**config.mk**
```make
export PLATFORM = sky130hd
export DESIGN_NAME = cpsc_ctrl
export DESIGN_NICKNAME = d
export VERILOG_FILES = /design/src/cpsc_ctrl.v
export VERILOG_INCLUDE_DIRS = /design/src
export SDC_FILE = /design/constraint.sdc
export NUM_CORES = 1
export LEC_CHECK = 0
export ABC_CLOCK_PERIOD_IN_PS = 5200
export BUFFER_PORTS_ARGS = -buffer_cell sky130_fd_sc_hd__buf_2
export CAP_MARGIN = 0
export CORE_ASPECT_RATIO = 0.7
export CORE_MARGIN = 5
export CORE_UTILIZATION = 35
export DETAILED_ROUTE_END_ITERATION = 6
export PLACE_DENSITY = 0.47
export REMOVE_ABC_BUFFERS = 1
export SLEW_MARGIN = 20
export SYNTH_ARGS = -nofsm -noshare
export SYNTH_HDL_FRONTEND = slang
export SYNTH_SLANG_ARGS = --single-unit
```
**constraint.sdc**
```tcl
create_clock -name clk_i -period 5.2 [get_ports clk_i]
set_clock_uncertainty 0.1 [all_clocks]
set_input_delay 0.78 -clock clk_i [delete_from_list [all_inputs] [get_ports clk_i]]
set_output_delay 0.78 -clock clk_i [all_outputs]
set_load 0.01 [all_outputs]
```
**src/cpsc_regs.vh**
```
// Constants for the charge pilot state controller: states, timing, pilot levels.
// Assumes a 100 MHz system clock and a pilot sense converter code of 8 bits.
`ifndef CPSC_REGS_VH
`define CPSC_REGS_VH

// Controller states
`define CPSC_ST_SELFTEST   3'h0
`define CPSC_ST_IDLE       3'h1
`define CPSC_ST_CONNECTED  3'h2
`define CPSC_ST_CHARGING   3'h3
`define CPSC_ST_VENT       3'h4
`define CPSC_ST_ERROR      3'h5

// Pilot level classes from the sense path
`define CPSC_LVL_12V       3'h0
`define CPSC_LVL_9V        3'h1
`define CPSC_LVL_6V        3'h2
`define CPSC_LVL_3V        3'h3
`define CPSC_LVL_0V        3'h4
`define CPSC_LVL_NEG       3'h5

// Sense code thresholds (sense code = volts scaled into 0..255 over -12..+12 V)
`define CPSC_TH_10V5       8'hEF
`define CPSC_TH_7V5        8'hDF
`define CPSC_TH_4V5        8'hCF
`define CPSC_TH_1V5        8'hBF
`define CPSC_TH_M1V5       8'h6F
`define CPSC_TH_M10V       8'h15

// Timing
`define CPSC_CLK_HZ        100000000
`define CPSC_PWM_HZ        1000
`define CPSC_PWM_PERIOD    (`CPSC_CLK_HZ / `CPSC_PWM_HZ)
`define CPSC_PWM_LAST      17'h1869F
`define CPSC_PWM_PER_W     17'h186A0
`define CPSC_TEST_US       1000
`define CPSC_TEST_CYC      (`CPSC_TEST_US * 100)
`define CPSC_TEST_LAST     17'h1869F
`define CPSC_CNT_ZERO      17'h00000
`define CPSC_DUTY_RESET    8'h32
`define CPSC_DUTY_FULL     8'h64
`define CPSC_DUTY_STEP     17'h003E8
`define CPSC_BLANK_LAST    8'hFF
`define CPSC_BLANK_ZERO    8'h00

`endif

```
**src/cpsc_ctrl.v**
```verilog
// Charge pilot state controller: pilot drive, state tracking, relays, ground fault.
// The fault detector pin is asynchronous and is
// synchronised here; the pilot sense code comes from a converter on this clock.
//
// How it works
// - Self-test first, then not-connected state.
// - Not connected: steady positive pilot, no pulses.
// - Connected level: start 1 kHz pulses, close relays.
// - Lower positive level means charging.
// - Idle level again: open relays, go idle.
// - Lowest level with negative half: ventilated charging.
// - Keep measuring pilot while pulses run.
// - Abnormal pilot condition cuts vehicle power.
// - Fault detector indication is a fault, except while the test winding runs and during its hold-off.
// - Ground fault opens relays at once.
// - Fault input synchronised, sampled each clock and acted on at level.
// - Drive self-test output into sensor winding.
// - Pilot is bipolar pulses at fixed 1 kHz.
`timescale 1ns/100ps
`include "cpsc_regs.vh"
`default_nettype none

module cpsc_ctrl
(
   input  wire       clk_i,            // 100 MHz system clock
   input  wire       arst_n_i,         // Power-on reset, active low
   input  wire [7:0] pilot_sense_i,    // Pilot sense code, this clock domain
   input  wire       sense_valid_i,    // Sense code valid pulse
   input  wire [7:0] duty_i,           // Pulse duty, percent, current advert
   input  wire       fault_det_i,      // Ground fault detector output, async
   input  wire       selftest_req_i,   // Request a fault path self-test
   input  wire       fault_clear_i,    // Leave error state after fault gone
   output reg        pilot_pos_o,      // High: pilot at positive rail, else negative
   output reg        relay_on_o,       // Power relays energised
   output reg        fault_test_o,     // Current into sensor test winding
   output reg        vent_req_o,       // Ventilation required
   output reg        ground_fault_o,   // Latched ground fault
   output reg        pilot_err_o,      // Pilot error state
   output reg  [2:0] state_o           // Controller state
);

   reg        rst_s1_r;
   reg        rst_n_r;
   reg        flt_s1_r;
   reg        flt_s2_r;
   reg        flt_s3_r;
   reg [2:0]  state_r;
   reg [2:0]  state_nxt;
   reg [16:0] pwm_cnt_r;
   reg [16:0] test_cnt_r;
   reg        test_pass_r;
   reg        gf_r;
   reg [2:0]  lvl_hi_r;
   reg        neg_seen_r;
   reg        pos_seen_r;
   reg [2:0]  lvl_r;
   reg [7:0]  duty_r;
   reg [7:0]  blank_cnt_r;

   // Classify one sense sample into a pilot level
   function [2:0] cpsc_class;
      input [7:0] code;
      begin
         if (code >= `CPSC_TH_10V5)
            cpsc_class = `CPSC_LVL_12V;
         else if (code >= `CPSC_TH_7V5)
            cpsc_class = `CPSC_LVL_9V;
         else if (code >= `CPSC_TH_4V5)
            cpsc_class = `CPSC_LVL_6V;
         else if (code >= `CPSC_TH_1V5)
            cpsc_class = `CPSC_LVL_3V;
         else if (code >= `CPSC_TH_M1V5)
            cpsc_class = `CPSC_LVL_0V;
         else
            cpsc_class = `CPSC_LVL_NEG;
      end
   endfunction

   wire [2:0] samp_lvl = cpsc_class(pilot_sense_i);
   wire       pulsing  = (state_r == `CPSC_ST_CONNECTED) || (state_r == `CPSC_ST_CHARGING) ||
                         (state_r == `CPSC_ST_VENT);
   wire       pwm_wrap = (pwm_cnt_r == `CPSC_PWM_LAST);
   // Rising edge of the synchronised detector; gf_now is the sampled level, so a brief
   // pulse latches the fault only if a clock edge samples it, even if it ends before the next frame
   wire       flt_edge = flt_s2_r & ~flt_s3_r;
   wire       gf_now   = flt_edge | flt_s2_r;
   // Fault input is blind while the test winding runs and for a short
   // hold-off after it, so the test's own echo never latches a fault
   wire       test_mask = fault_test_o | (blank_cnt_r != `CPSC_BLANK_ZERO);
   // Duty threshold in cycles: duty percent times 1000 cycles; the
   // product stays below 2^17 because duty is clipped to 100 percent
   wire [16:0] duty_cyc = {9'h000, duty_r} * `CPSC_DUTY_STEP;

   always @(posedge clk_i or negedge arst_n_i)
   begin
      if (!arst_n_i)
      begin
         rst_s1_r <= 1'b0;
         rst_n_r  <= 1'b0;
      end
      else
      begin
         rst_s1_r <= 1'b1;
         rst_n_r  <= rst_s1_r;
      end
   end

   always @(posedge clk_i or negedge rst_n_r)
   begin
      if (!rst_n_r)
      begin
         flt_s1_r <= 1'b0;
         flt_s2_r <= 1'b0;
         flt_s3_r <= 1'b0;
      end
      else
      begin
         flt_s1_r <= fault_det_i;
         flt_s2_r <= flt_s1_r;
         flt_s3_r <= flt_s2_r;
      end
   end

   // Duty is only reloaded at period wrap so a pulse is never cut short
   always @(posedge clk_i or negedge rst_n_r)
   begin
      if (!rst_n_r)
      begin
         pwm_cnt_r <= `CPSC_CNT_ZERO;
         duty_r    <= `CPSC_DUTY_RESET;
      end
      else
      begin
         pwm_cnt_r <= pwm_wrap ? `CPSC_CNT_ZERO : pwm_cnt_r + 17'h00001;
         if (pwm_wrap)
            duty_r <= (duty_i > `CPSC_DUTY_FULL) ? `CPSC_DUTY_FULL : duty_i;
      end
   end

   // Pilot measurement: highest positive level and whether a negative half
   // showed up, gathered over one pulse period, then committed
   always @(posedge clk_i or negedge rst_n_r)
   begin
      if (!rst_n_r)
      begin
         lvl_hi_r   <= `CPSC_LVL_NEG;
         neg_seen_r <= 1'b0;
         pos_seen_r <= 1'b0;
         lvl_r      <= `CPSC_LVL_12V;
      end
      else
      begin
         if (pwm_wrap)
         begin
            if (!pulsing)
               lvl_r <= lvl_hi_r;
            else if (!pos_seen_r)
               lvl_r <= neg_seen_r ? `CPSC_LVL_NEG : `CPSC_LVL_0V;
            else if (!neg_seen_r && lvl_hi_r != `CPSC_LVL_12V)
               lvl_r <= `CPSC_LVL_0V;
            else
               lvl_r <= lvl_hi_r;
            lvl_hi_r   <= `CPSC_LVL_NEG;
            neg_seen_r <= 1'b0;
            pos_seen_r <= 1'b0;
         end
         else if (sense_valid_i)
         begin
            if (pilot_pos_o)
            begin
               if (samp_lvl < lvl_hi_r)
                  lvl_hi_r <= samp_lvl;
               if (samp_lvl <= `CPSC_LVL_3V)
                  pos_seen_r <= 1'b1;
            end
            else if (pilot_sense_i <= `CPSC_TH_M10V)
               neg_seen_r <= 1'b1;
         end
      end
   end

   // Self-test: drive test winding for a fixed time, expect detector to fire
   always @(posedge clk_i or negedge rst_n_r)
   begin
      if (!rst_n_r)
      begin
         test_cnt_r  <= `CPSC_CNT_ZERO;
         test_pass_r <= 1'b0;
         fault_test_o <= 1'b0;
      end
      else
      begin
         // Every entry into self-test starts a fresh run, also after an error
         if ((state_r == `CPSC_ST_SELFTEST && !fault_test_o) ||
             (state_r == `CPSC_ST_IDLE && selftest_req_i && !fault_test_o))
         begin
            fault_test_o <= 1'b1;
            test_cnt_r   <= `CPSC_CNT_ZERO;
            test_pass_r  <= 1'b0;
         end
         else if (fault_test_o)
         begin
            if (flt_s2_r)
               test_pass_r <= 1'b1;
            if (test_cnt_r == `CPSC_TEST_LAST)
               fault_test_o <= 1'b0;
            else
               test_cnt_r <= test_cnt_r + 17'h00001;
         end
      end
   end

   // Hold-off after the test winding goes quiet: the echo still runs
   // through the synchroniser and the detector needs time to discharge.
   // A real fault in this short window is caught once the window closes,
   // as long as the detector still signals it.
   always @(posedge clk_i or negedge rst_n_r)
   begin
      if (!rst_n_r)
         blank_cnt_r <= `CPSC_BLANK_ZERO;
      else if (fault_test_o)
         blank_cnt_r <= `CPSC_BLANK_LAST;
      else if (blank_cnt_r != `CPSC_BLANK_ZERO)
         blank_cnt_r <= blank_cnt_r - 8'h01;
   end

   // Latched ground fault; set outside self-test, set wins over clear
   always @(posedge clk_i or negedge rst_n_r)
   begin
      if (!rst_n_r)
         gf_r <= 1'b0;
      else if (gf_now && !test_mask)
         gf_r <= 1'b1;
      else if (fault_clear_i && state_r == `CPSC_ST_ERROR)
         gf_r <= 1'b0;
   end

   always @*
   begin
      state_nxt = state_r;
      case (state_r)
         `CPSC_ST_SELFTEST:
            if (fault_test_o && test_cnt_r == `CPSC_TEST_LAST)
               state_nxt = (test_pass_r || flt_s2_r) ? `CPSC_ST_IDLE : `CPSC_ST_ERROR;
         `CPSC_ST_IDLE:
            if (lvl_r == `CPSC_LVL_9V)
               state_nxt = `CPSC_ST_CONNECTED;
         `CPSC_ST_CONNECTED, `CPSC_ST_CHARGING, `CPSC_ST_VENT:
            case (lvl_r)
               `CPSC_LVL_12V: state_nxt = `CPSC_ST_IDLE;
               `CPSC_LVL_9V:  state_nxt = `CPSC_ST_CONNECTED;
               `CPSC_LVL_6V:  state_nxt = `CPSC_ST_CHARGING;
               `CPSC_LVL_3V:  state_nxt = `CPSC_ST_VENT;
               default:       state_nxt = `CPSC_ST_ERROR;
            endcase
         `CPSC_ST_ERROR:
            if (fault_clear_i && !gf_r && !flt_s2_r)
               state_nxt = `CPSC_ST_SELFTEST;
         default:
            state_nxt = `CPSC_ST_ERROR;
      endcase
      if (gf_now && !test_mask && state_r != `CPSC_ST_SELFTEST)
         state_nxt = `CPSC_ST_ERROR;
   end

   always @(posedge clk_i or negedge rst_n_r)
   begin
      if (!rst_n_r)
      begin
         state_r        <= `CPSC_ST_SELFTEST;
         state_o        <= `CPSC_ST_SELFTEST;
         pilot_pos_o    <= 1'b1;
         relay_on_o     <= 1'b0;
         vent_req_o     <= 1'b0;
         ground_fault_o <= 1'b0;
         pilot_err_o    <= 1'b0;
      end
      else
      begin
         state_r        <= state_nxt;
         state_o        <= state_nxt;
         // Relays follow the next state, so a fault opens them in one cycle
         relay_on_o     <= (state_nxt == `CPSC_ST_CONNECTED) ||
                           (state_nxt == `CPSC_ST_CHARGING) ||
                           (state_nxt == `CPSC_ST_VENT);
         vent_req_o     <= (state_nxt == `CPSC_ST_VENT);
         ground_fault_o <= gf_r | (gf_now & ~test_mask);
         pilot_err_o    <= (state_nxt == `CPSC_ST_ERROR);
         if (pulsing)
            pilot_pos_o <= (pwm_cnt_r < duty_cyc);
         else if (state_r == `CPSC_ST_ERROR)
            pilot_pos_o <= 1'b0;
         else
            pilot_pos_o <= 1'b1;
      end
   end

endmodule

`default_nettype wire

```
Yosys cells after proc, flatten, opt, wreduce, memory -nomap -nowiden
Cells that the tools add are included.
{ "totals": {"ff_bits": 74, "input_bits": 22, "out_inout_bits": 9} }
{ "op_classes": {"n_addsub": 3, "mul": 1, "n_lt_le_gt_ge": 10, "eq_ne": 16, "muxes": 45, "bitwise": 7, "n_reduce_logical": 41} }
{ "ops": {"columns": ["operator", "count"], "rows": [
  ["17-bit 2-to-1 mux", 4],
  ["3-bit 2-to-1 mux", 16],
  ["17-bit by 1-bit adder with 17-bit output, second input constant", 2],
  ["17-bit equality test, second input constant", 2],
  ["8-bit greater-or-equal comparator, second input constant", 4],
  ["8-bit 2-to-1 mux", 3],
  ["3-bit one-hot mux with 4 select lines", 2],
  ["1-bit 2-to-1 mux", 20],
  ["3-bit by 2-bit equality test with 1-bit output, second input constant", 6],
  ["2-bit nonzero test", 9],
  ["17-bit less-than comparator", 1],
  ["8-bit by 7-bit multiplier with 14-bit output, second input constant", 1],
  ["3-bit equality test, second input constant", 4],
  ["1-bit logical AND", 10],
  ["3-bit AND reduction", 3],
  ["8-bit by 7-bit greater-or-equal comparator with 1-bit output, second input constant", 1],
  ["8-bit by 7-bit greater-than comparator with 1-bit output, second input constant", 1],
  ["8-bit by 5-bit less-or-equal comparator with 1-bit output, second input constant", 1],
  ["8-bit nonzero test", 1],
  ["8-bit by 1-bit subtractor with 8-bit output, second input constant", 1],
  ["3-bit by 1-bit equality test with 1-bit output, second input constant", 2],
  ["3-bit zero test", 2],
  ["1-bit logical OR", 6],
  ["3-bit nonzero test", 2],
  ["other kinds (10)", 19]
]} }

Logic depth before layout (Yosys ltp)
Gate-level depths: netlist of run 1.
{ "logic_depth": {"word_depth": 11, "ltp_mapped": 19} }

Worst setup path before layout of run 1
No wires, ideal clock.
{ "synth_timing": {"kind": "register to register", "from": "register duty_r[1]", "to": "register pilot_pos_o", "setup_time_ns": 0.094, "arrival_time_ns": 4.631, "t_required_ns": 5.006, "path_slack_ns": 0.374, "path_stages_with_launch": 20, "path_cell_list": "dfstp_2 > fa_1 > xor2_1 > ha_1 > fa_1 > inv_1 > fa_1 > inv_1 > ha_1 > o21a_1 > o31a_1 > o21ai_0 > nand2b_1 > xnor2_1 > ha_1 > nand4_1 > inv_1 > a221oi_1 > a221oi_1 > a311oi_1"} }
{ "synth_between": {"elab_chain_len": 3} }
{ "synth_rtl": {"columns": ["element", "line", "source"], "rows": [
  ["start: declaration", "cpsc_ctrl.v:57", "reg [7:0] duty_r;"],
  ["start signal: assignment", "cpsc_ctrl.v:130", "duty_r <= `CPSC_DUTY_RESET;"],
  ["start signal: assignment", "cpsc_ctrl.v:136", "duty_r <= (duty_i > `CPSC_DUTY_FULL) ? `CPSC_DUTY_FULL : duty_i;"],
  ["8-bit by 7-bit multiplier with 14-bit output (no line)", null, null],
  ["17-bit less-than comparator", "cpsc_ctrl.v:290", "pilot_pos_o <= (pwm_cnt_r < duty_cyc);"],
  ["1-bit 2-to-1 mux", "cpsc_ctrl.v:289", "if (pulsing)"],
  ["end signal: assignment", "cpsc_ctrl.v:290", null],
  ["end: declaration", "cpsc_ctrl.v:33", "output reg pilot_pos_o,"]
]} }
Every way passes these cells.
A chain may end at the register's enable or synchronous reset.

Worst setup path in the final report of run 1
{ "layout_timing": {"from": "register duty_r[4]", "to": "register pilot_pos_o"} }
The elaborated chain is that of the path after synthesis.

==> metrics.md, run 1 <==
| Metric | Value |
|---|---|
| Status | `finished, final reports clean` |
| Vias per cell | `4.938` |
| Most frequent cells in the layout | `dfrtp_1, inv_1, nor2_1, ha_1, nand2_1` |
| Met3 usage | `0.03186` |
| Number of remaining DRC errors | `0` |
| Initial core utilization | `0.3548` |
| CP Capture Type | `register` |
| Top Ports | `31` |
| Initial antenna violation count | `0` |
| Ant. Diodes | `0` |
| Worst-Skew Late Latency | `340 ps` |
| RSZ-0062 raised after global routing | `false` |
| PortBufs | `30` |
| Commonest non-fill, non-tap cell in the layout | `dfrtp_1` |
| Max-Cap Viols | `0` |
| Avg Cell Area, Syn | `9.593 um2` |
| Antenna viol nets, final | `0` |
| Synth cell types | `61` |
| Fin crit share | `0.9562` |
| Hold-fix buffers, CTS | `0` |
| Fill count | `1498` |
| Final Setup Violations | `0` |
| Most Crowded Layer GR | `met1` |
| Post-synth ARST share | `1.000` |
| Met2 Use GR | `0.2026` |
| Max clock buf depth | `2` |
| Worst ir drop on vdd | `0.1698 mV` |
| Max-Slew Margin vs Limit | `0.3836` |
| Global Route met1 Usage | `0.2122` |
| Congestion Overflow GR | `0` |
| CP arrival | `5110 ps` |
| Final wirelength | `11320 um` |
| Max Slew Vio Count | `0` |
| Final hold viol count | `0` |
| CTS H-tree depth | `3` |
| Post-Syn Area | `5190 um2` |
| Vias in the first global route | `4006` |
| WL/cell | `14.51 um` |
| Pin count of the biggest net entering global routing | `72` |
| Final net count | `676` |
| Lkg Pwr | `2.754 nW` |
| DP Worst Slack | `33.49 ps` |
| Die Wd | `155.5 um` |
| Total GRT Usage | `0.1408` |
| DP HPWL | `8706 um` |
| Layout cells sized above 1 | `0.1316` |
| Yosys Warn Count | `0` |
| Critical Path Fanout Max | `8` |
| TritonCTS clock tree | `yes` |
| Core region area | `14630 um2` |
| Via Count | `3852` |
| Synth top area share | `0.3230` |
| Crit path kind | `reg -> reg` |
| Chip height | `111.9 um` |
| Post-synth top flop | `dfrtp_1` |
| Total clock sinks | `73` |
| First-pass GRT wire length | `19870 um` |
| Root Buffer | `clkbuf_16` |
| Clock transition at path regs | `60 ps` |
| Hold crit path type | `in -> async` |
| Crit path time final | `4972 ps` |
| WP data required | `5340 ps` |
| Seq/Total Area, Yosys | `0.3534` |
| DR iter-0 viols | `153` |
| Die ar. | `17400 um2` |
| FF+latch count, synth | `73` |
| Row count | `37` |
| Cells after Synth | `541` |
| Peak Freq | `0.2011 GHz` |
| Area grow syn2layout | `13.74%` |
| Drt first pass iters | `4` |
| RePlAce Congestion | `0.7922` |
| Leading area contributor after synthesis | `dfrtp_1` |
| Area contributors post-synth | `dfrtp_1, ha_1, fa_1` |
| PD cells | `346.7 nW/um2` |
| Final setup margin | `227.8 ps` |
| Tightest Pin Transition | `924.7 ps` |
| Post-synth EDFFs | `0` |
| Setup TNS | `0 ps` |
| Num CTS Buffers | `9` |
| Setup crit start kind | `register` |
[through the flow]
step	cells	cell area [um2]	hold WS (ps)	util	total power (W)
after floorplan	530	5149	231.2	-	0.001263
after global placement	763	5604	234.7	0.3831	0.001461
after detailed placement	763	5604	238.0	0.3831	0.001467
after CTS	779	5871	104.9	0.4013	0.002054
after global routing	780	5903	102.4	0.4035	0.002232
final	780	5903	120.0	0.4035	0.002047
[synthesized netlist by cell type, types with 3 or more instances]
cell / n
and3_1: 7
nor2b_1: 4
a22o_1: 4
and2_1: 4
o21ai_0: 17
ha_1: 53
o21ai_1: 3
a21o_1: 3
o2111ai_1: 5
o21a_1: 5
and4_1: 9
dfstp_2: 6
xor2_1: 25
fa_1: 21
xnor2_1: 18
nand2b_1: 11
nand4_1: 10
a311oi_1: 4
nor3_1: 12
nand2_1: 37
nor4b_1: 3
inv_1: 54
nor2_1: 52
clkbuf_1: 11
a21oi_1: 29
o211ai_1: 5
o31ai_1: 4
dfrtp_1: 67
nand3_1: 18
[worst paths after layout]
kind,from,endpoint,slack (ps),depth (start not counted)
max in group asynchronous,rst_n_r$_DFF_PN0_,duty_r[2]$_DFFE_PN0N_,3960,1
max reg2reg,duty_r[4]$_DFFE_PN1N_,pilot_pos_o$_DFF_PN1_,230,18
min in group clk_i,flt_s1_r$_DFF_PN0_,flt_s2_r$_DFF_PN0_,250,0
min reg2reg,flt_s1_r$_DFF_PN0_,flt_s2_r$_DFF_PN0_,250,0
max,duty_r[4]$_DFFE_PN1N_,pilot_pos_o$_DFF_PN1_,230,18
min,arst_n_i,rst_s1_r$_DFF_PN0_,120,1
[worst max-delay path: stages (launching register included)]
cell and delay, ps:
dfstp_2 590, inv_1 120, fa_1 550, inv_1 50, fa_1 500, fa_1 490, ha_1 300, ha_1 400
and4_1 210, a21oi_1 160, o211ai_1 110, a21oi_1 190, xnor2_1 150, ha_1 290, nand2_1 80, nor2_1 50
a211oi_2 220, a21oi_1 60, a311oi_1 250
[power breakdown]
group,total [W],switching [W],internal (W)
sequential,0.000664,0.0000492,0.000614
clock,0.000565,0.000243,0.000322
combinational,0.000818,0.000462,0.000356
total,0.00205,0.000754,0.00129
[what timing repair did]
item | CTS | global route
setup buffers | 0 | 1
endpoints found under the setup margin | 0 | 1
gates resized for setup | 0 | 8
[cell type report]
type,count,area [um2],area share
flip-flops and latches,73,1837,0.3111
clock buffers,11,232.7,0.03942
multi-input cells,403,3136,0.5312
well taps,195,244.0,0.04133
repair buffers,39,217.7,0.03688
clock inverters,5,33.78,0.005723
inverters,54,202.7,0.03434
[registers in the layout (all words and copies together) (netlist names), 3 cells and up]
name         cells
blank_cnt_r      8
duty_r           8
lvl_hi_r         3
lvl_r            3
pwm_cnt_r       17
state_r          3
test_cnt_r      17
[layer usage]
metal  vias to the layer above  wire, um
li1                       1969         -
met1                      1830      6209
met2                        45      4645
met3                         8       363
met4                         0        98
met5                         -         0
[cells by family after synthesis]
family | after synthesis | synth area share
fa+ha+maj | 75 | 0.2109
flops | 73 | 0.3534
xor+xnor | 43 | 0.07256
simple gates | 187 | 0.1909
compound gates | 95 | 0.1205
mux | 2 | 0.003857
buf+inv | 65 | 0.04701
other cells | 1 | 0.0007225
Power figures use the tool's default switching activity.
==> run 2, diff against run 1 <==
--- a/config.mk
+++ b/config.mk
@@ -10,10 +10,10 @@
 export BUFFER_PORTS_ARGS = -buffer_cell sky130_fd_sc_hd__buf_2
 export CAP_MARGIN = 0
 export CORE_ASPECT_RATIO = 0.7
-export CORE_MARGIN = 5
 export CORE_UTILIZATION = 35
 export DETAILED_ROUTE_END_ITERATION = 6
 export PLACE_DENSITY = 0.47
+export RECOVER_POWER = 50
 export REMOVE_ABC_BUFFERS = 1
 export SLEW_MARGIN = 20
 export SYNTH_ARGS = -nofsm -noshare
==> constraint.sdc (replaced) <==
create_clock -name clk_i -period 5.2 [get_ports clk_i]
set_clock_uncertainty 0.1 [all_clocks]
set_input_delay 0.78 -clock clk_i [delete_from_list [all_inputs] [get_ports clk_i]]
set_output_delay 0.78 -clock clk_i [all_outputs]
set_load 0.02 [all_outputs]
==> run 2 against run 1 <==
Routed wire length is 0.64% lower; non-clock buffer count is 2 higher; power is 7.1% higher; clock-buffer cell count is 1 lower; critical path type unchanged; largest power group unchanged; highest routed layer unchanged.
==> metrics.md, run 2 (synthesized netlist as in run 1, its figures left out) <==
| Metric | Value |
|---|---|
| Congestion Overflow GR | `0 (unchanged)` |
| Placed cells | `757 (was 763)` |
| Top Ports | `31 (unchanged)` |
| Final Setup Violations | `0 (unchanged)` |
| DP HPWL | `8434 um (was 8706 um)` |
| Most frequent cells in the layout | `dfrtp_1, inv_1, nor2_1 (was dfrtp_1, inv_1, nor2_1, ha_1, nand2_1)` |
| DR iter-0 viols | `199 (was 153)` |
| Multi-input logic area | `3144 um2 (was 3136 um2)` |
| Crit path time final | `4974 ps (was 4972 ps)` |
| Fill count | `1422 (was 1498)` |
| CP arrival | `5110 ps (about the same)` |
| Initial core utilization | `0.3658 (was 0.3548)` |
| Share of power burned in registers | `0.302 (was 0.324)` |
| CP bufs+invs | `3 (was 2)` |
| Crit path kind | `reg -> reg (unchanged)` |
| Via Count | `3931 (was 3852)` |
| Total GRT Usage | `0.1581 (was 0.1408)` |
| Fin crit share | `0.9566 (was 0.9562)` |
| Die ar. | `15330 um2 (was 17400 um2)` |
| Critical Path Fanout Max | `4 (was 8)` |
| Hold-fix buffers, CTS | `0 (unchanged)` |
| Vias in the first global route | `3740 (was 4006)` |
| CTS H-tree depth | `3 (unchanged)` |
| Dpl cell area | `5590 um2 (was 5604 um2)` |
| CP dominant cell by count | `fa_1` |
| Row count | `36 (was 37)` |
| CP top delay family | `adder cells (unchanged)` |
| Drt first pass iters | `4 (unchanged)` |
| Max incr delay on CP | `550 ps (was 590 ps)` |
| Switching portion of total power | `0.3546 (was 0.3684)` |
| Commonest non-fill, non-tap cell in the layout | `dfrtp_1 (unchanged)` |
| Clock power frac | `0.311 (was 0.276)` |
| Setup crit start kind | `register (unchanged)` |
| Max clock buf depth | `2 (unchanged)` |
| CP Capture Type | `register (unchanged)` |
| Total power | `0.002192 W (was 0.002047 W)` |
| Vias per cell | `5.059 (was 4.938)` |
| Status | `finished, final reports clean (unchanged)` |
| Final hold viol count | `0 (unchanged)` |
| Pin count of the biggest net entering global routing | `72 (unchanged)` |
| Layout cells sized above 1 | `0.1448 (was 0.1316)` |
| Post-Layout Cell Count | `777 (was 780)` |
| Max-Slew Margin vs Limit | `0.3787 (was 0.3836)` |
| Worst ir drop on vdd | `0.1361 mV (was 0.1698 mV)` |
| Crit-path slowest cell | `dfstp_2 (unchanged)` |
| Antenna viol nets, final | `0 (unchanged)` |
| Worst-Skew Late Latency | `340 ps (about the same)` |
| Seq. cell area | `1837 um2 (unchanged)` |
| Combinational share of power | `0.387 (was 0.400)` |
| Tightest Pin Transition | `932.0 ps (was 924.7 ps)` |
| Root Buffer | `clkbuf_16 (unchanged)` |
| Top flop regs | `pwm_cnt_r: 17 flops, test_cnt_r: 17 flops (unchanged)` |
| Final instance area | `5982 um2 (was 5903 um2)` |
| Number of remaining DRC errors | `0 (unchanged)` |
| Fin util | `0.4216 (was 0.4035)` |
| Chip height | `103.9 um (was 111.9 um)` |
| Ant. Diodes | `0 (unchanged)` |
| Core region area | `14190 um2 (was 14630 um2)` |
| Setup TNS | `0 ps (unchanged)` |
| Max Slew Vio Count | `0 (unchanged)` |
| Reg-to-reg setup timing slack | `230 ps (about the same)` |
| TritonCTS clock tree | `yes (unchanged)` |
| Clock transition at path regs | `60 ps (about the same)` |
| Internal power | `0.001415 W (was 0.001293 W)` |
| Area grow syn2layout | `15.26% (was 13.74%)` |
| Lkg Pwr | `2.798 nW (was 2.754 nW)` |
| Final wirelength | `11250 um (was 11320 um)` |
| Switching Power | `0.0007771 W (was 0.0007541 W)` |
| Num CTS Buffers | `9 (unchanged)` |
| Die Wd | `147.5 um (was 155.5 um)` |
| Final net count | `678 (was 676)` |
| Max-Cap Viols | `0 (unchanged)` |
| CP Cell Sequence | `buf_4 -> fa_1 -> inv_1 -> fa_1 -> fa_1 -> fa_1 -> inv_1 -> ha_1 -> o21a_1 -> o31ai_1 -> o211ai_1 -> a21oi_1 -> xnor2_1 -> ha_1 -> nand2_1 -> nor2_1 -> a211oi_2 -> a21oi_1 -> a311oi_1 (was inv_1 -> fa_1 -> inv_1 -> fa_1 -> fa_1 -> ha_1 -> ha_1 -> and4_1 -> a21oi_1 -> o211ai_1 -> a21oi_1 -> xnor2_1 -> ha_1 -> nand2_1 -> nor2_1 -> a211oi_2 -> a21oi_1 -> a311oi_1)` |
| Initial antenna violation count | `0 (unchanged)` |
| RePlAce Congestion | `0.7966 (was 0.7922)` |
| First-pass GRT wire length | `19030 um (was 19870 um)` |
| Total clock sinks | `73 (unchanged)` |
| PortBufs | `30 (unchanged)` |
| PD cells | `366.4 nW/um2 (was 346.7 nW/um2)` |
| WL/cell | `14.47 um (was 14.51 um)` |
| Peak Freq | `0.2010 GHz (was 0.2011 GHz)` |
| WP data required | `5340 ps (about the same)` |
| Hold crit path type | `in -> async (unchanged)` |
run 2: cell count changes in the layout (fill, tap and decap cells not counted), moves of 2 or more:
cell       delta
buf_4         +2
bufinv_16     +2
ha_1          -2
ha_2          +3
run 2: cell type report:
cell class                 instances  area share
tap                              190     0.03974
clock inverter                     6     0.01506
clock buffer                      10     0.03995
timing repair buffer              41     0.03869
multi-input combinational        403      0.5256
sequential                        73      0.3070
inverter                          54     0.03388
run 2: path summary, 6_finish.rpt:
path / start / endpoint / cells after the start
min in group clk_i: flt_s1_r$_DFF_PN0_ / flt_s2_r$_DFF_PN0_ / 0
max reg2reg: duty_r[1]$_DFFE_PN1N_ / pilot_pos_o$_DFF_PN1_ / 19
min reg2reg: flt_s1_r$_DFF_PN0_ / flt_s2_r$_DFF_PN0_ / 0
min: arst_n_i / rst_s1_r$_DFF_PN0_ / 1
max in group asynchronous: rst_n_r$_DFF_PN0_ / duty_r[2]$_DFFE_PN0N_ / 1
max: duty_r[1]$_DFFE_PN1N_ / pilot_pos_o$_DFF_PN1_ / 19
run 2: repair_timing:
action	4_1_cts	5_1_grt
pin swaps	0	7
setup buffers	3	1
setup endpoints to repair	1	1
gates resized for setup	1	12
run 2: metrics by stage:
step / hold slack, ps / setup WS [ps]
4_1_cts: 103.0 / 27.92
6_report: 116.4 / 225.6
2_1_floorplan: 231.2 / 374.2
3_5_place_dp: 237.9 / 26.37
3_3_place_gp: 237.2 / 159.7
5_1_grt: 104.0 / -7.312
run 2: power groups by stage:
stage                     clock, W  sequential, W  combinational, W
after floorplan                  0       0.000685          0.000590
after global placement           0       0.000674          0.000790
after detailed placement         0       0.000673          0.000806
after CTS                 0.000708       0.000663          0.000818
after global routing      0.000728       0.000669          0.000967
final                     0.000682       0.000662          0.000848
run 2: routing by layer:
layer	GRT usage	up-vias	routed length [um]	share of wire
met5	0	-	0	0
met4	0.03682	0	103	0.0092
met3	0.03509	7	385	0.034
met2	0.2089	50	4430	0.39
met1	0.2535	1897	6326	0.56
li1	-	1977	-	-
==> run 3, diff against run 2 <==
--- a/config.mk
+++ b/config.mk
@@ -7,12 +7,12 @@
 export NUM_CORES = 1
 export LEC_CHECK = 0
 export ABC_CLOCK_PERIOD_IN_PS = 5200
-export BUFFER_PORTS_ARGS = -buffer_cell sky130_fd_sc_hd__buf_2
 export CAP_MARGIN = 0
 export CORE_ASPECT_RATIO = 0.7
 export CORE_UTILIZATION = 35
 export DETAILED_ROUTE_END_ITERATION = 6
-export PLACE_DENSITY = 0.47
+export DONT_BUFFER_PORTS = 1
+export PLACE_DENSITY = 0.45
 export RECOVER_POWER = 50
 export REMOVE_ABC_BUFFERS = 1
 export SLEW_MARGIN = 20
==> run 3 against run 2 <==
Worst hold slack got worse by 78 ps; sequential power rose by 3.8%; worst setup slack improved by 16 ps; final cell count fell by 3.9%; critical path depth did not move; global-route usage fell by 0.16 points; critical endpoint unchanged; largest cell class unchanged; largest power group unchanged; highest routed layer unchanged.
==> metrics.md, run 3 (synthesized netlist as in run 1, its figures left out) <==
| Metric | Value |
|---|---|
| Clock power frac | `0.329 (was 0.311)` |
| Combinational share of power | `0.361 (was 0.387)` |
| Worst ir drop on vdd | `0.1554 mV (was 0.1361 mV)` |
| Peak Freq | `0.2017 GHz (was 0.2010 GHz)` |
| Root Buffer | `clkbuf_16 (unchanged)` |
| Core region area | `14190 um2 (unchanged)` |
| Most frequent cells in the layout | `dfrtp_1, inv_1, ha_1 (was dfrtp_1, inv_1, nor2_1)` |
| Initial core utilization | `0.3658 (unchanged)` |
| Clock transition at path regs | `60 ps (about the same)` |
| Vias per cell | `5.122 (was 5.059)` |
| Placed cells | `730 (was 757)` |
| Final wirelength | `11140 um (was 11250 um)` |
| DP Worst Slack | `79.93 ps (was 26.37 ps)` |
| Hold crit path type | `in -> async (unchanged)` |
| Switching Power | `0.0007659 W (was 0.0007771 W)` |
| Num CTS Buffers | `9 (unchanged)` |
| TritonCTS clock tree | `yes (unchanged)` |
| Crit-path slowest cell | `dfstp_2 (unchanged)` |
| Lkg Pwr | `2.684 nW (was 2.798 nW)` |
| Tightest Pin Transition | `949.5 ps (was 932.0 ps)` |
| Internal power | `0.001446 W (was 0.001415 W)` |
| Final net count | `648 (was 678)` |
| Antenna viol nets, final | `0 (unchanged)` |
| Ant. Diodes | `0 (unchanged)` |
| Final hold viol count | `0 (unchanged)` |
| Congestion Overflow GR | `0 (unchanged)` |
| WP data required | `5340 ps (about the same)` |
| Status | `finished, final reports clean (unchanged)` |
| RePlAce Congestion | `0.7808 (was 0.7966)` |
| Initial antenna violation count | `0 (unchanged)` |
| Crit path time final | `4958 ps (was 4974 ps)` |
| Final setup margin | `241.7 ps (was 225.6 ps)` |
| Area grow syn2layout | `12.34% (was 15.26%)` |
| Layout cells sized above 1 | `0.08797 (was 0.1448)` |
| Max-Cap Viols | `0 (unchanged)` |
| WL/cell | `14.91 um (was 14.47 um)` |
| Max incr delay on CP | `560 ps (was 550 ps)` |
| CP Cell Sequence | `fa_2 -> xor2_1 -> ha_1 -> fa_1 -> inv_1 -> fa_1 -> inv_1 -> ha_1 -> o21a_1 -> o31a_1 -> o21ai_1 -> nand2b_1 -> xnor2_1 -> ha_1 -> nand4_1 -> inv_1 -> a221oi_1 -> a221oi_1 -> a311oi_1 (was buf_4 -> fa_1 -> inv_1 -> fa_1 -> fa_1 -> fa_1 -> inv_1 -> ha_1 -> o21a_1 -> o31ai_1 -> o211ai_1 -> a21oi_1 -> xnor2_1 -> ha_1 -> nand2_1 -> nor2_1 -> a211oi_2 -> a21oi_1 -> a311oi_1)` |
| Switching portion of total power | `0.3463 (was 0.3546)` |
| Top flop regs | `pwm_cnt_r: 17 flops, test_cnt_r: 17 flops (unchanged)` |
| Final Setup Violations | `0 (unchanged)` |
| CTS H-tree depth | `3 (unchanged)` |
| Top Ports | `31 (unchanged)` |
| PD cells | `379.3 nW/um2 (was 366.4 nW/um2)` |
| Total clock sinks | `73 (unchanged)` |
| Total GRT Usage | `0.1565 (was 0.1581)` |
| Setup TNS | `0 ps (unchanged)` |
| Max clock buf depth | `2 (unchanged)` |
| Fill count | `1414 (was 1422)` |
| Post-Layout Cell Count | `747 (was 777)` |
| Number of remaining DRC errors | `0 (unchanged)` |
| Max Slew Vio Count | `0 (unchanged)` |
| Drt first pass iters | `4 (unchanged)` |
| Die Wd | `147.5 um (unchanged)` |
| Die ar. | `15330 um2 (unchanged)` |
| PortBufs | `0 (was 30)` |
| First-pass GRT wire length | `18900 um (was 19030 um)` |
| Hold-fix buffers, CTS | `0 (unchanged)` |
| RSZ-0062 raised after global routing | `false` |
| Max-Slew Margin vs Limit | `0.3670 (was 0.3787)` |
| Chip height | `103.9 um (unchanged)` |
| DR iter-0 viols | `179 (was 199)` |
| CP arrival | `5100 ps (was 5110 ps)` |
| Vias in the first global route | `3695 (was 3740)` |
| Via Count | `3826 (was 3931)` |
| Worst-Skew Late Latency | `330 ps (was 340 ps)` |
| CP Capture Type | `register (unchanged)` |
| Setup crit start kind | `register (unchanged)` |
| Commonest non-fill, non-tap cell in the layout | `dfrtp_1 (unchanged)` |
| Pin count of the biggest net entering global routing | `72 (unchanged)` |
| Fin crit share | `0.9535 (was 0.9566)` |
| Share of power burned in registers | `0.311 (was 0.302)` |
| Critical Path Fanout Max | `5 (was 4)` |
| Crit path kind | `reg -> reg (unchanged)` |
| Row count | `36 (unchanged)` |
| DP HPWL | `8383 um (was 8434 um)` |
## run 3: worst max-delay path: cells and delay by family, from the launching register on
kind                       cells  cell delay (ps)
and+or+nand+nor                2              220
AOI/OAI and AO/OA              6             1110
xor gates and xnor gates       2              330
buffers and inverters          3              150
DFF                            1              560
adders and majority gates      6             2380
## run 3: cell type report
cell class	instances	area, um2	area share
Multi-Input combinational cell	403	3124	0.5358
Inverter	54	202.7	0.03476
Clock inverter	5	103.9	0.01781
Timing Repair Buffer	11	82.58	0.01416
Tap cell	190	237.7	0.04077
Sequential cell	73	1837	0.3150
Clock buffer	11	242.7	0.04163
## run 3: final timing paths
path                                            start                    end  slack (ps)  depth (start not counted)
worst max-delay path            duty_r[1]$_DFFE_PN1N_  pilot_pos_o$_DFF_PN1_         240                         19
worst min-delay path                         arst_n_i      rst_n_r$_DFF_PN0_          40                          0
worst max register to register  duty_r[1]$_DFFE_PN1N_  pilot_pos_o$_DFF_PN1_         240                         19
worst min register to register     flt_s1_r$_DFF_PN0_     flt_s2_r$_DFF_PN0_         250                          0
max in group asynchronous           rst_n_r$_DFF_PN0_  duty_r[2]$_DFFE_PN0N_        3920                          1
min in group clk_i                 flt_s1_r$_DFF_PN0_     flt_s2_r$_DFF_PN0_         250                          0
## run 3: through the flow
step	util	power, W	cell area [um2]	hold slack [ps]
detailed placement	0.3850	0.001479	5463	241.8
finish	0.4109	0.002211	5831	38.03
global placement	0.3850	0.001473	5463	235.2
global route	0.4109	0.002396	5831	13.33
floorplan	-	0.001275	5149	231.2
CTS	0.4094	0.002229	5809	19.44
## run 3: power by group through the flow
stage / combinational [W] / clock [W] / sequential [W]
final: 0.000798 / 0.000727 / 0.000687
after global routing: 0.000929 / 0.000774 / 0.000693
after CTS: 0.000791 / 0.000750 / 0.000688
after detailed placement: 0.000782 / 0 / 0.000697
after global placement: 0.000774 / 0 / 0.000700
after floorplan: 0.000590 / 0 / 0.000685
## run 3: layer usage
| layer | GRT usage | part of all wire |
|---|---|---|
| met5 | 0 | 0 |
| met4 | 0.03314 | 0.0075 |
| met3 | 0.03728 | 0.036 |
| met1 | 0.2494 | 0.57 |
| met2 | 0.2079 | 0.39 |
## run 3: timing repair
item / 4_1_cts / 5_1_grt
gates resized for setup: 0 / 7
setup buffers: 0 / 1
setup endpoints to repair: 0 / 1
